File: config.mk
export PLATFORM = sky130hd
export DESIGN_NAME = hpb_slice
export DESIGN_NICKNAME = d
export VERILOG_FILES = /design/src/hpb_pkg.sv /design/src/hpb_mem_if.sv /design/src/hpb_slice.sv /design/src/hpb_mem.sv
export SDC_FILE = /design/constraint.sdc
export NUM_CORES = 1
export LEC_CHECK = 0
export BUFFER_PORTS_ARGS = -buffer_cell sky130_fd_sc_hd__buf_2
export CORE_ASPECT_RATIO = 0.8
export CORE_MARGIN = 2
export CORE_UTILIZATION = 50
export CTS_CLUSTER_DIAMETER = 30
export DETAILED_ROUTE_END_ITERATION = 10
export MAX_ROUTING_LAYER = met4
export PLACE_DENSITY = 0.68
export SETUP_SLACK_MARGIN = 0.15
export SLEW_MARGIN = 20
export SYNTH_ARGS = -nofsm -noshare
export SYNTH_HDL_FRONTEND = slang
export SYNTH_SLANG_ARGS = --single-unit
File: constraint.sdc
create_clock -name clk_i -period 3.95 [get_ports clk_i]
set_input_delay 0.395 -clock clk_i [delete_from_list [all_inputs] [get_ports clk_i]]
set_output_delay 0.395 -clock clk_i [all_outputs]
set_load 0.005 [all_outputs]
File: src/hpb_pkg.sv
// Constants, command codes and state types for the host bridge data slice.
// Assumes one 50 MHz clock shared by the slice and its bridge controller.
// Functional notes
// - Processor-to-memory write buffer holds four quadwords, one per clock.
// - PCI-to-memory write buffer: two 4-dword lines or two single posts.
// - PCI memory reads prefetch four quadwords, delivered as eight dwords.
// - Processor-to-PCI write buffer accepts up to four dwords.
// - Processor-to-PCI read prefetch buffer is four dwords deep.
// - Only the two PCI-facing write buffers also keep addresses.
// - Five-bit host command group decodes host latch and steer commands.
// - Three-bit memory command group decodes seven memory commands.
// - Four-bit PCI command group decodes PCI data and address commands.
// - Slice carries 16 PCI bits and 32 bits of host and memory data.
// - Low slice takes host/memory words one and three, high two and four.
// - Low slice sits on low PCI half, high slice on high half.
// - Low slice drives host address 15..0, high slice 31..16.
// - TRDY is the only PCI control input; drive AD outbound, latch AD inbound.
// - With TRDY wired, sequential posted writes burst with no waits.
// - Byte parity generated on host and memory data; checked on memory data and on host writes to memory.
// - PCI parity produced for address and data phases.
// - Slice learns high or low role from end-of-line warning at reset.
`default_nettype none
package hpb_pkg;
  localparam int CMW_DEPTH = 4;
  localparam int PMW_DEPTH = 8;
  localparam int PMR_DEPTH = 4;
  localparam int CPW_DEPTH = 4;
  localparam int CPR_DEPTH = 4;
  localparam int HOST_CMD_COUNT = 29;
  localparam int MEM_CMD_COUNT = 7;
  localparam int PCI_CMD_COUNT = 15;
  localparam logic [1:0] STRAP_EDGE = 2'h3;
  localparam logic [31:0] DATA_RESET = 32'h0000_0000;

  typedef enum logic [4:0] {
    HC_NOP = 5'h00, HC_MEMW = 5'h01, HC_PCIW_LO = 5'h02,
    HC_PCIW_HI = 5'h03, HC_ADDR = 5'h04, HC_DRV_PFB = 5'h05,
    HC_DRV_MEM = 5'h06, HC_SNOOP = 5'h07, HC_OFF = 5'h08
  } hpb_hcmd_t;

  typedef enum logic [2:0] {
    MC_NOP = 3'h0, MC_PFL = 3'h1, MC_HLAT = 3'h2, MC_DRV_CPU = 3'h3,
    MC_DRV_PCI = 3'h4, MC_OFF = 3'h5, MC_CLR = 3'h6
  } hpb_mcmd_t;

  typedef enum logic [3:0] {
    PC_NOP = 4'h0, PC_MADDR = 4'h1, PC_MDATA = 4'h2, PC_DRV_ADDR = 4'h3,
    PC_DRV_WD = 4'h4, PC_RDAT = 4'h5, PC_DRV_PF = 4'h6, PC_OFF = 4'h7,
    PC_FLUSH = 4'h8
  } hpb_pcmd_t;

  // Gray along idle, address phase, data burst
  typedef enum logic [1:0] {
    ST_IDLE = 2'h0, ST_ADDR = 2'h1, ST_DATA = 2'h3
  } hpb_st_t;
endpackage : hpb_pkg
`default_nettype wire

File: src/hpb_mem_if.sv
// Write and read port bundle between slice control and one buffer memory.
// Assumes the memory registers its read data every clock.
`default_nettype none
interface hpb_mem_if #(parameter int W = 16, parameter int AW = 2);
  logic we;
  logic [AW-1:0] waddr;
  logic [W-1:0] wdata;
  logic [AW-1:0] raddr;
  logic [W-1:0] rdata;
  modport ctl (output we, waddr, wdata, raddr, input rdata);
  modport mem (input we, waddr, wdata, raddr, output rdata);
endinterface : hpb_mem_if
`default_nettype wire

File: src/hpb_slice.sv
// One 16/32-bit slice of the host bridge datapath with its five buffers.
// Assumes the bridge controller shares clk_i and issues command groups.
`default_nettype none
module hpb_slice #(
  parameter bit TRDY_WIRED = 1'b1
) (
  // Clock and reset
  input wire logic clk_i,
  input wire logic rst_b_i,
  // Command groups, role strap and TRDY
  input wire logic [4:0] host_command_group_i,
  input wire logic [2:0] memory_command_group_i,
  input wire logic [3:0] pci_command_group_i,
  input wire logic end_of_line_warning_i,
  input wire logic trdy_b_i,
  // Host data and address slice
  input wire logic [31:0] hd_i,
  input wire logic [3:0] hp_i,
  output logic [31:0] hd_o,
  output logic [3:0] hp_o,
  output logic hd_oe_b_o,
  input wire logic [15:0] ha_i,
  output logic [15:0] ha_o,
  output logic ha_oe_b_o,
  // Memory data slice
  input wire logic [31:0] md_i,
  input wire logic [3:0] mp_i,
  output logic [31:0] md_o,
  output logic [3:0] mp_o,
  output logic md_oe_b_o,
  // PCI address/data slice
  input wire logic [15:0] ad_i,
  output logic [15:0] ad_o,
  output logic ad_oe_b_o,
  output logic pci_ppar_o,
  // Status
  output logic high_slice_o,
  output logic host_perr_o,
  output logic mem_perr_o
);
  // Even byte parity over one slice word
  function automatic logic [3:0] par4(input logic [31:0] d);
    logic [3:0] p;
    p = '0;
    for (int i = 0; i < 4; i++)
    begin
      p[i] = ^d[8*i +: 8];
    end
    return p;
  endfunction : par4

  typedef struct packed {
    logic eol_s1;
    logic eol_s2;
    logic trdy_s1;
    logic trdy_s2;
    logic [1:0] strap_cnt;
    logic high_slice;
    logic [2:0] cmw_wp;
    logic [2:0] cmw_rp;
    logic [3:0] pmw_wp;
    logic [3:0] pmw_rp;
    logic [1:0][15:0] pmw_addr;
    logic [2:0] pmr_wp;
    logic [3:0] pmr_rp;
    logic [2:0] cpw_wp;
    logic [2:0] cpw_rp;
    logic [15:0] cpw_addr;
    logic [2:0] cpr_wp;
    logic [2:0] cpr_rp;
    logic [35:0] mlat;
    hpb_pkg::hpb_st_t st;
    logic [31:0] hd;
    logic [3:0] hp;
    logic hd_oe_b;
    logic [15:0] ha;
    logic ha_oe_b;
    logic [31:0] md;
    logic [3:0] mp;
    logic md_oe_b;
    logic [15:0] ad;
    logic ad_oe_b;
    logic ppar;
    logic host_perr;
    logic mem_perr;
  } hpb_state_t;

  hpb_state_t r_ff, nxt_r;

  hpb_mem_if #(.W(36), .AW(2)) cmw_if ();
  hpb_mem_if #(.W(18), .AW(3)) pmw_if ();
  hpb_mem_if #(.W(36), .AW(2)) pmr_if ();
  hpb_mem_if #(.W(16), .AW(2)) cpw_if ();
  hpb_mem_if #(.W(16), .AW(2)) cpr_if ();

  hpb_mem #(.W(36), .DEPTH(hpb_pkg::CMW_DEPTH), .AW(2)) u_cmw (
    .clk_i(clk_i), .rst_b_i(rst_b_i), .port(cmw_if));
  hpb_mem #(.W(18), .DEPTH(hpb_pkg::PMW_DEPTH), .AW(3)) u_pmw (
    .clk_i(clk_i), .rst_b_i(rst_b_i), .port(pmw_if));
  hpb_mem #(.W(36), .DEPTH(hpb_pkg::PMR_DEPTH), .AW(2)) u_pmr (
    .clk_i(clk_i), .rst_b_i(rst_b_i), .port(pmr_if));
  hpb_mem #(.W(16), .DEPTH(hpb_pkg::CPW_DEPTH), .AW(2)) u_cpw (
    .clk_i(clk_i), .rst_b_i(rst_b_i), .port(cpw_if));
  hpb_mem #(.W(16), .DEPTH(hpb_pkg::CPR_DEPTH), .AW(2)) u_cpr (
    .clk_i(clk_i), .rst_b_i(rst_b_i), .port(cpr_if));

  // Fill and drain state of the three write buffers, drain state of the two read buffers
  logic cmw_full, cmw_empty, pmw_full, pmw_empty, pmr_empty;
  logic cpw_full, cpw_empty, cpr_empty, burst_pop;
  assign cmw_full = (r_ff.cmw_wp ^ r_ff.cmw_rp) == 3'h4;
  assign cmw_empty = r_ff.cmw_wp == r_ff.cmw_rp;
  assign pmw_full = (r_ff.pmw_wp ^ r_ff.pmw_rp) == 4'h8;
  assign pmw_empty = r_ff.pmw_wp == r_ff.pmw_rp;
  assign pmr_empty = r_ff.pmr_wp == r_ff.pmr_rp[3:1];
  assign cpw_full = (r_ff.cpw_wp ^ r_ff.cpw_rp) == 3'h4;
  assign cpw_empty = r_ff.cpw_wp == r_ff.cpw_rp;
  assign cpr_empty = r_ff.cpr_wp == r_ff.cpr_rp;
  // TRDY low in a data burst moves the next posted dword out unasked
  assign burst_pop = TRDY_WIRED && r_ff.st == hpb_pkg::ST_DATA
                     && !r_ff.trdy_s2 && !cpw_empty;

  // Buffer write ports follow the command groups directly
  always_comb
  begin
    cmw_if.we = host_command_group_i == hpb_pkg::HC_MEMW
                && !cmw_full;
    cmw_if.waddr = r_ff.cmw_wp[1:0];
    cmw_if.wdata = {hp_i, hd_i};
    pmw_if.we = pci_command_group_i == hpb_pkg::PC_MDATA
                && !pmw_full;
    pmw_if.waddr = r_ff.pmw_wp[2:0];
    pmw_if.wdata = {^ad_i[15:8], ^ad_i[7:0], ad_i};
    pmr_if.we = memory_command_group_i == hpb_pkg::MC_PFL
                && (r_ff.pmr_wp ^ r_ff.pmr_rp[3:1]) != 3'h4;
    pmr_if.waddr = r_ff.pmr_wp[1:0];
    pmr_if.wdata = {mp_i, md_i};
    cpw_if.we = (host_command_group_i == hpb_pkg::HC_PCIW_LO
                 || host_command_group_i == hpb_pkg::HC_PCIW_HI)
                && !cpw_full;
    cpw_if.waddr = r_ff.cpw_wp[1:0];
    // Dword select picks word one or three of this slice's pair
    cpw_if.wdata = host_command_group_i == hpb_pkg::HC_PCIW_HI ?
                   hd_i[31:16] : hd_i[15:0];
    cpr_if.we = pci_command_group_i == hpb_pkg::PC_RDAT
                && (r_ff.cpr_wp ^ r_ff.cpr_rp) != 3'h4;
    cpr_if.waddr = r_ff.cpr_wp[1:0];
    cpr_if.wdata = ad_i;
    // Read next state's head so popped data is ready one edge later
    cmw_if.raddr = nxt_r.cmw_rp[1:0];
    pmw_if.raddr = nxt_r.pmw_rp[2:0];
    pmr_if.raddr = nxt_r.pmr_rp[2:1];
    cpw_if.raddr = nxt_r.cpw_rp[1:0];
    cpr_if.raddr = nxt_r.cpr_rp[1:0];
  end

  // Next state of the whole slice
  always_comb
  begin
    nxt_r = r_ff;
    nxt_r.eol_s1 = end_of_line_warning_i;
    nxt_r.eol_s2 = r_ff.eol_s1;
    nxt_r.trdy_s1 = trdy_b_i;
    nxt_r.trdy_s2 = r_ff.trdy_s1;
    nxt_r.host_perr = 1'b0;
    nxt_r.mem_perr = 1'b0;
    // Role strap caught once the synchroniser holds a settled level
    if (r_ff.strap_cnt != hpb_pkg::STRAP_EDGE)
    begin
      nxt_r.strap_cnt = r_ff.strap_cnt + 2'h1;
      if (r_ff.strap_cnt == hpb_pkg::STRAP_EDGE - 2'h1)
      begin
        nxt_r.high_slice = r_ff.eol_s2;
      end
    end
    if (cmw_if.we)
    begin
      nxt_r.cmw_wp = r_ff.cmw_wp + 3'h1;
      nxt_r.host_perr = par4(hd_i) != hp_i;
    end
    if (pmw_if.we)
    begin
      nxt_r.pmw_wp = r_ff.pmw_wp + 4'h1;
    end
    if (pmr_if.we)
    begin
      nxt_r.pmr_wp = r_ff.pmr_wp + 3'h1;
    end
    if (cpw_if.we)
    begin
      nxt_r.cpw_wp = r_ff.cpw_wp + 3'h1;
    end
    if (cpr_if.we)
    begin
      nxt_r.cpr_wp = r_ff.cpr_wp + 3'h1;
    end

    // Host group; unknown codes fall to default and change nothing
    case (host_command_group_i)
      hpb_pkg::HC_ADDR:
      begin
        nxt_r.cpw_addr = ha_i;
      end
      hpb_pkg::HC_DRV_PFB:
      begin
        // Same dword on both halves for either qword position
        if (!cpr_empty)
        begin
          nxt_r.hd = {cpr_if.rdata, cpr_if.rdata};
          nxt_r.hp = par4({cpr_if.rdata, cpr_if.rdata});
          nxt_r.hd_oe_b = 1'b0;
          nxt_r.cpr_rp = r_ff.cpr_rp + 3'h1;
        end
      end
      hpb_pkg::HC_DRV_MEM:
      begin
        nxt_r.hd = r_ff.mlat[31:0];
        nxt_r.hp = r_ff.mlat[35:32];
        nxt_r.hd_oe_b = 1'b0;
      end
      hpb_pkg::HC_SNOOP:
      begin
        // Inquire address is the PCI master address now draining
        nxt_r.ha = r_ff.pmw_addr[r_ff.pmw_rp[2]];
        nxt_r.ha_oe_b = 1'b0;
      end
      hpb_pkg::HC_OFF:
      begin
        nxt_r.hd_oe_b = 1'b1;
        nxt_r.ha_oe_b = 1'b1;
      end
      default:
      begin
      end
    endcase

    // Memory group
    case (memory_command_group_i)
      hpb_pkg::MC_HLAT:
      begin
        nxt_r.mlat = {mp_i, md_i};
        nxt_r.mem_perr = par4(md_i) != mp_i;
      end
      hpb_pkg::MC_PFL:
      begin
        nxt_r.mem_perr = par4(md_i) != mp_i;
      end
      hpb_pkg::MC_DRV_CPU:
      begin
        if (!cmw_empty)
        begin
          nxt_r.md = cmw_if.rdata[31:0];
          nxt_r.mp = cmw_if.rdata[35:32];
          nxt_r.md_oe_b = 1'b0;
          nxt_r.cmw_rp = r_ff.cmw_rp + 3'h1;
        end
      end
      hpb_pkg::MC_DRV_PCI:
      begin
        // One PCI word lands on both word lanes; controller masks bytes
        if (!pmw_empty)
        begin
          nxt_r.md = {2{pmw_if.rdata[15:0]}};
          nxt_r.mp = {2{pmw_if.rdata[17:16]}};
          nxt_r.md_oe_b = 1'b0;
          nxt_r.pmw_rp = r_ff.pmw_rp + 4'h1;
        end
      end
      hpb_pkg::MC_OFF:
      begin
        nxt_r.md_oe_b = 1'b1;
      end
      hpb_pkg::MC_CLR:
      begin
        nxt_r.cmw_rp = r_ff.cmw_wp;
        nxt_r.pmr_rp = {r_ff.pmr_wp, 1'b0};
      end
      default:
      begin
      end
    endcase

    // PCI group; TRDY is the only PCI control pin, only these codes and a TRDY burst steer AD
    case (pci_command_group_i)
      hpb_pkg::PC_MADDR:
      begin
        // A new single post skips to the other line buffer
        if (r_ff.pmw_wp[1:0] != 2'h0)
        begin
          nxt_r.pmw_wp = {r_ff.pmw_wp[3:2] + 2'h1, 2'h0};
        end
        nxt_r.pmw_addr[nxt_r.pmw_wp[2]] = ad_i;
        nxt_r.ppar = ^ad_i;
      end
      hpb_pkg::PC_MDATA, hpb_pkg::PC_RDAT:
      begin
        nxt_r.ppar = ^ad_i;
      end
      hpb_pkg::PC_DRV_ADDR:
      begin
        nxt_r.ad = r_ff.cpw_addr;
        nxt_r.ad_oe_b = 1'b0;
        nxt_r.ppar = ^r_ff.cpw_addr;
        nxt_r.st = hpb_pkg::ST_ADDR;
      end
      hpb_pkg::PC_DRV_WD:
      begin
        if (!cpw_empty)
        begin
          nxt_r.ad = cpw_if.rdata;
          nxt_r.ad_oe_b = 1'b0;
          nxt_r.ppar = ^cpw_if.rdata;
          nxt_r.cpw_rp = r_ff.cpw_rp + 3'h1;
          nxt_r.st = hpb_pkg::ST_DATA;
        end
      end
      hpb_pkg::PC_DRV_PF:
      begin
        // Low half then high half of each qword slice: eight dwords
        if (!pmr_empty)
        begin
          nxt_r.ad = r_ff.pmr_rp[0] ? pmr_if.rdata[31:16]
                                    : pmr_if.rdata[15:0];
          nxt_r.ad_oe_b = 1'b0;
          nxt_r.ppar = r_ff.pmr_rp[0] ? ^pmr_if.rdata[31:16]
                                      : ^pmr_if.rdata[15:0];
          nxt_r.pmr_rp = r_ff.pmr_rp + 4'h1;
        end
      end
      hpb_pkg::PC_OFF:
      begin
        nxt_r.ad_oe_b = 1'b1;
        nxt_r.st = hpb_pkg::ST_IDLE;
      end
      hpb_pkg::PC_FLUSH:
      begin
        nxt_r.cpr_rp = r_ff.cpr_wp;
        nxt_r.pmr_rp = {r_ff.pmr_wp, 1'b0};
        nxt_r.st = hpb_pkg::ST_IDLE;
      end
      default:
      begin
        if (burst_pop)
        begin
          nxt_r.ad = cpw_if.rdata;
          nxt_r.ppar = ^cpw_if.rdata;
          nxt_r.cpw_rp = r_ff.cpw_rp + 3'h1;
        end
      end
    endcase
  end

  // Single state register; all buses released at reset
  always_ff @(posedge clk_i or negedge rst_b_i)
  begin
    if (!rst_b_i)
    begin
      r_ff <= '0;
      r_ff.eol_s1 <= 1'b0;
      r_ff.trdy_s1 <= 1'b1;
      r_ff.trdy_s2 <= 1'b1;
      r_ff.st <= hpb_pkg::ST_IDLE;
      r_ff.hd <= hpb_pkg::DATA_RESET;
      r_ff.md <= hpb_pkg::DATA_RESET;
      r_ff.hd_oe_b <= 1'b1;
      r_ff.ha_oe_b <= 1'b1;
      r_ff.md_oe_b <= 1'b1;
      r_ff.ad_oe_b <= 1'b1;
    end
    else
    begin
      r_ff <= nxt_r;
    end
  end

  // Outputs straight from the state register
  assign hd_o = r_ff.hd;
  assign hp_o = r_ff.hp;
  assign hd_oe_b_o = r_ff.hd_oe_b;
  assign ha_o = r_ff.ha;
  assign ha_oe_b_o = r_ff.ha_oe_b;
  assign md_o = r_ff.md;
  assign mp_o = r_ff.mp;
  assign md_oe_b_o = r_ff.md_oe_b;
  assign ad_o = r_ff.ad;
  assign ad_oe_b_o = r_ff.ad_oe_b;
  assign pci_ppar_o = r_ff.ppar;
  assign high_slice_o = r_ff.high_slice;
  assign host_perr_o = r_ff.host_perr;
  assign mem_perr_o = r_ff.mem_perr;
endmodule : hpb_slice
`default_nettype wire

File: src/hpb_mem.sv
// Small buffer memory with registered, write-first read data.
// Assumes the controller presents next-cycle read addresses.
`default_nettype none
module hpb_mem #(
  parameter int W = 16,
  parameter int DEPTH = 4,
  parameter int AW = 2
) (
  // Clock and reset
  input wire logic clk_i,
  input wire logic rst_b_i,
  // Buffer port
  hpb_mem_if.mem port
);
  logic [W-1:0] store [DEPTH];

  // Storage has no reset; pointers guard stale entries
  always_ff @(posedge clk_i)
  begin
    if (port.we)
    begin
      store[port.waddr] <= port.wdata;
    end
  end

  // Write-first so a pop right behind a push sees fresh data
  always_ff @(posedge clk_i or negedge rst_b_i)
  begin
    if (!rst_b_i)
    begin
      port.rdata <= '0;
    end
    else if (port.we && port.waddr == port.raddr)
    begin
      port.rdata <= port.wdata;
    end
    else
    begin
      port.rdata <= store[port.raddr];
    end
  end
endmodule : hpb_mem
`default_nettype wire

### After elaboration in Yosys (flattened, before gate mapping)

Memory sizes are Yosys's and may differ from the RTL's. A register that Yosys moved wholly into a read port is not among the register bits.
Cells that the tools add are included.

* output and inout bits: 112
* bits in registers: 269
* bits in writable memories: 560
* memories kept: 5
* input port bits: 120
* word-level logic and storage cells: 234

* bitwise logic cells: 9
* order comparisons: 3
* equality and inequality tests: 44
* reduce and logical (&&, ||, !) cells: 67
* mux-type cells: 55
* $add $sub $neg: 12

Memories
* u_cmw.store: words 4, width 36, read ports 1, clocked after Yosys merged registers in 1, wr ports 1, line hpb_mem.sv:15 `logic [W-1:0] store [DEPTH];`
* u_pmr.store: words 4, width 36, read ports 1, clocked after Yosys merged registers in 0, wr ports 1, line hpb_mem.sv:15
* u_pmw.store: words 8, width 18, read ports 1, clocked after Yosys merged registers in 1, wr ports 1, line hpb_mem.sv:15
* u_cpr.store: words 4, width 16, read ports 1, clocked after Yosys merged registers in 1, wr ports 1, line hpb_mem.sv:15
* u_cpw.store: words 4, width 16, read ports 1, clocked after Yosys merged registers in 1, wr ports 1, line hpb_mem.sv:15

Operators with widths (count)
* $pmux 36 s2: 2
* $mux 37: 3
* $mux 16: 6
* $reduce_xor 8->1: 12
* $reduce_xor 16->1: 5
* $pmux 16 s4: 1
* $mux 18: 2
* $bwmux 32: 1
* $mux 32: 1
* $mux 3: 8
* $mux 4: 6
* $add 3x1->3 const B: 7
* $eq 5x3->1 const B: 4
* $demux 16 s1: 1
* $eq 4x3->1 const B: 4
* $eq 3x3->1 const B: 5
* $mux 1: 14
* $reduce_and 2->1: 7
* $reduce_bool 2->1: 7
* $add 4x1->4 const B: 3
* $eq 3x3->1: 4
* $ne 2x2->1 const B: 6
* $pmux 3 s2: 2
* $reduce_and 3->1: 4
* other kinds (38): 75

### Depth between registers and ports, before layout

* depth after elaboration: 12
* gate-level depth with buffers: 11
* gate-level depth less buffers: 8

### Modules after synthesis

Synthesis repeated with hierarchy kept, for this count alone.

* cell total of the unflattened synthesis: 2293
* area total of the unflattened synthesis: 38968.6 um2

By module, submodules not included
* hpb_mem (u_cmw ...): seq. area each 5225.0 um2, area each 6772.7 um2, cells each 271, instances 2
* hpb_slice: seq. area each 5938.2 um2, area each 13055.0 um2, cells each 1239, instances 1
* hpb_mem (u_pmw): seq. area each 4774.6 um2, area each 6302.3 um2, cells each 262, instances 1
* hpb_mem (u_cpr ...): seq. area each 2322.2 um2, area each 3032.9 um2, cells each 125, instances 2

### Worst setup path after synthesis

No wires, ideal clock.

* path type: input to register
* start point: in pci_command_group_i[0]
* end point: mem u_pmw.store[0][0], enable pin
* library setup time: 0.439 ns
* arrival time: 2.885 ns
* stages on the path: 4
* path buffers: 1
* data required time: 3.511 ns
* slack: 0.626 ns
* cell sequence: buf_2 nor4b_2 o21ai_2 nor4_1

* word-level cells in the longest chain between the ends: 4

RTL lines
* start, declared: line hpb_slice.sv:13 `input wire logic [3:0] pci_command_group_i,`
* $eq 4x2->1: line hpb_slice.sv:129 `pmw_if.we = pci_command_group_i == hpb_pkg::PC_MDATA`
* $logic_and 1x1->1: line hpb_slice.sv:130 `&& !pmw_full;`
* $mux 1: line hpb_mem.sv:20 `if (port.we)`
* $mux 1 (not written as such): line hpb_mem.sv:22 `store[port.waddr] <= port.wdata;`
* end, declared: line hpb_mem.sv:15

Every way passes these cells.

### Worst setup path in the final report

* start point: reg r_ff (netlist bit pmw_if.waddr[1])
* end point: reg r_ff[207] in the netlist's numbering

* word-level cells in the longest chain between the ends: 12
* elaborated cells on any way between the ends: 15
* those cells by class: add/sub (1); order compare (2); eq/ne (1); mux (6); bitwise (1); reduce/logical (4)

RTL lines
* start, declared: line hpb_slice.sv:88 `hpb_state_t r_ff, nxt_r;`
* start signal, assigned: line hpb_slice.sv:371 `r_ff <= nxt_r;`
* $xor 4x4->4: line hpb_slice.sv:112 `assign pmw_full = (r_ff.pmw_wp ^ r_ff.pmw_rp) == 4'h8;`
* $eq 4x4->1: line hpb_slice.sv:112
* $logic_not 1->1: line hpb_slice.sv:130
* $logic_and 1x1->1: line hpb_slice.sv:130
* $mux 4: line hpb_slice.sv:180 `if (pmw_if.we)`
* $mux 4 (*): line hpb_slice.sv:287 `if (r_ff.pmw_wp[1:0] != 2'h0)`
* $mux 4 (*): line hpb_slice.sv:283 `case (pci_command_group_i)`
* $lt 1x2->1 (not written as such) or $ge 1x1->1 (tied branches): line hpb_slice.sv:291 `nxt_r.pmw_addr[nxt_r.pmw_wp[2]] = ad_i;`
* $logic_and 1x1->1 (not written as such): line hpb_slice.sv:291
* $mux 16 (not written as such): line hpb_slice.sv:291
* $demux 16 s1 (*): line hpb_slice.sv:291
* $bwmux 32 (*): line hpb_slice.sv:291

Mark *: on every way between the ends. The rest lies on a longest branch, timed or not. The select of a mux whose other input is x is not followed.
A chain may end at the register's enable or synchronous reset.

==> summary.md <==
| Metric | Value |
|---|---|
| Yosys warnings | 0 |
| Top cell by count, worst path | xnor2_1 |
| Drt drc | 0 |
| Die height | around 250 um |
| First-pass GRT wire length | about 140 mm |
| Largest net degree at the start of global routing | 100 |
| FP Rows | slightly above 90 |
| Setup TNS | 0 ns |
| Area growth syn-to-layout | 19.4% |
| Vias | about 24000 |
| Worst Tran Pin Value | 1.02 ns |
| Yosys cell types | 73 |
| Worst reg2reg path depth | 7 |
| Starting Density | 50.7% |
| Seq/Total Area, Yosys | between 60% and 70% |
| Post-synth top cells | edfxtp_1, dfrtp_1, nand2_1, mux2_2, mux2i_1 |
| Drt pass-1 iters | 8 |
| Worst Skew | ~0.024 ns |
| Yosys top cell area share | roughly two fifths |
| CTS tree | yes |
| 1st-iter DRT viols | 2186 |
| FF-to-FF Start | pmw_if.waddr[1] |
| Initial antenna violation count | 14 |
| WP data required | ~4.5 ns |
| All-Layer GR Usage | roughly 25% |
| Layout filler cell count | roughly 5700 |
| Worst path depth | 7 |
| I/O Buffers | 231 |
| Placed Cells incl. Taps | 3823 |
| Crit start category | flip-flop |
| I/O pin cnt | 232 |
| CTS clk-pin slew, worst paths | about 0.060 ns |
| Clock root buffer | clkbuf_16 |
| Synth top area cells | edfxtp_1, dfrtp_1, mux2_2, mux2i_1, xnor2_1 |
| Worst Hold Class | in -> reg |
| Post-layout util | between 60% and 70% |
| Nets | ~3200 |
| Max_cap viols | 0 |
| Leakage | between 15 and 20 nW |
| Crit path max-delay cell type | nand2b_1 |
| Overflow after GRT | 0 |
| Outcome | completed |
| Post-Synthesis Cells | 2750 |
| Worst min-delay path startpoint | md_i[8] |
| Die Footprint | around 0.081 sq mm |
| Worst hold stages | 1 |
| Maximum clock frequency | slightly above 300 MHz |
| Wirelength per Cell | approximately 23 um |
| Tot Pwr | approximately 37 mW |
| Final setup violation count | 0 |
| WP buf/inv | 0 |
| Crit end category | flip-flop |
| Syn_nets | between 2000 and 3000 |
| Final Hold Viols | 0 |
| Register area | approximately 0.025 sq mm |
| CTS Buffer Depth | 3 |
| Fraction of layout cells with a size suffix above 1 | between 20% and 30% |
| RSZ-0062 raised after global routing | false |
| Ys flop type | edfxtp_1 |
| Worst R2R Setup Slack | 0.69 ns |
| Die W | ~320 um |
| Async SR Flop Fraction | about two fifths |
| Max-slew headroom | 32.0% |
| Clock sink count | ~900 |
| Num CTS Buffers | 143 |
| Post-synth EDFFs | about 540 |
| Insertion delay to the later sink of the worst-skew pair | 0.73 ns |
| DPL Wire Length | between 60 and 70 mm |
| Crit path max-delay family | XOR/XNOR gates |
| H-tree levels | 4 |
| Max incr delay on CP | about 0.54 ns |
| Drt via density | roughly 5.7 |
| Fin cells | 4177 |
| Power density cells | 783 mW/mm^2 |
| GPL Wtd Cong | between 0.9 and 1 |
| Peak supply drop | between 500 and 600 uV |
| Max Fanout on Critical Path | 16 |
| Slew Viols, Final | 0 |
| Syn Std Cell Area | 0.0392 sq mm |
| FF+latch count, synth | between 800 and 900 |
| Vias in the first global route | about 24000 |
| CP arrival | just under 4 ns |
| Syn avg cell area | about 14 sq um |
| Antenna-violating nets left | 0 |
| Hold endpoint | u_pmr.store[2][8] |
| Final critical path time including I/O delays and setup | between 3 and 4 ns |
| Count leader, synth | edfxtp_1 |
| Crit path cell chain | xnor2_1 > nand3_1 > o21ai_2 > o21ai_0 > xnor2_1 > nand2b_1 > mux2_2 |
| Critical path class | reg -> reg |
| Crit share post-route | between 80% and 90% |
| Post-CTS setup repair buffer count | 0 |
| Synth area leader | edfxtp_1 |
| Core ar. | slightly below 0.08 sq mm |
| Area occupied by multi-input gates | ~0.013 sq mm |
| Final WL | 96.4 mm |
| Reg2Reg Capture Point | r_ff[207] |
sequential cells by signal (all words and copies together) (netlist names), 3 cells and up:
signal and flops:
u_pmw.store 144, u_cpw.store 64, ad_o 16, u_cpr.store 64
hp_o 4, hd_o 32, u_pmr.store 128, u_cmw.port.rdata 36
u_pmw.port.rdata 18, u_cmw.store 144, u_cpr.port.rdata 16, r_ff 112
mp_o 4, pmw_if.waddr 3, md_o 32, u_pmr.port.rdata 32
ha_o 16, u_cpw.port.rdata 16
worst max path at each step:
stage | to | slack, ns | from
floorplan | u_pmw.store[0][0] | 0.63 | pci_command_group_i[0]
global placement | u_pmw.port.rdata[10] | 0.69 | pmw_if.waddr[1]
detailed placement | u_pmw.port.rdata[9] | 0.57 | pmw_if.waddr[0]
CTS | u_pmw.port.rdata[9] | 0.54 | pmw_if.waddr[1]
global route | r_ff[207] | 0.49 | pmw_if.waddr[1]
finish | r_ff[207] | 0.69 | pmw_if.waddr[1]
metal layers:
layer  up-vias  global-route usage [%]  share of wire (%)
li1      10638                       -                  -
met1     11991                    34.5                 45
met2       836                    35.7                 45
met3       166                    5.87                7.2
met4         0                    7.94                2.3
met5         -                       -                  0
power breakdown:
| group | switching, mW | leakage (nW) | internal [mW] |
|---|---|---|---|
| registers | 1.39 | 9.18 | 11.8 |
| clock network | 4.72 | 2.42 | 8.05 |
| logic | 5.60 | 6.45 | 5.04 |
repair_timing:
action | in CTS | in global routing
hold buffers | 75 | 0
resized for setup | 0 | 0
hold endpoints to repair | 297 | 0
cell type report:
| cell class | instances | area share [%] |
|---|---|---|
| diodes | 11 | 0.0588 |
| clock buffers | 172 | 8.23 |
| clock inverters | 95 | 2.55 |
| inverters | 29 | 0.233 |
| multi-input cells | 1578 | 26.8 |
| flip-flops and latches | 899 | 53.9 |
| well taps | 1023 | 2.74 |
| repair buffers | 370 | 5.46 |
stage by stage:
step,hold WS [ns],setup slack (ns),area (sq um)
finish,0.0511,0.686,46800
detailed placement,0.345,0.566,40900
floorplan,0.0994,0.626,39200
global placement,0.332,0.686,40900
CTS,0.0000964,0.542,46700
global route,0.0136,0.490,46800
worst register-to-register path: cells and delay by family (launching register included):
kind / cells / cell delay [ns]
simple gates: 2 / 0.78
flops: 1 / 0.53
mux: 1 / 0.47
xor+xnor: 2 / 0.81
compound gates: 2 / 0.54
logic make-up (layout without fill, tap and decap cells):
group	after synthesis	count (layout)	share of synthesized area, %
multiplexers	483	483	13.8
AND/OR/NAND/NOR	496	496	5.80
AO/OA/AOI/OAI	379	379	6.81
XOR/XNOR	195	195	4.45
buffers and inverters	273	666	3.91
flip-flops	899	899	64.4
other	0	11	0
adder cells (fa/ha/maj)	25	25	0.799
cell usage in the layout, fill, tap and decap left out, types with 34 or more instances in the layout:
cell           instances
clkbuf_16            144
xor2_1                34
buf_2                230
nand3_1               46
mux2_2               292
dfrtp_1              349
buf_4                 52
o21ai_0              111
mux2i_1              164
dlygate4sd3_1         75
and2_1                47
o211ai_1              42
a21oi_1               85
nand2_1              311
xnor2_1              157
edfxtp_1             544
a32oi_1               34
(Power assumes the default switching activity.)
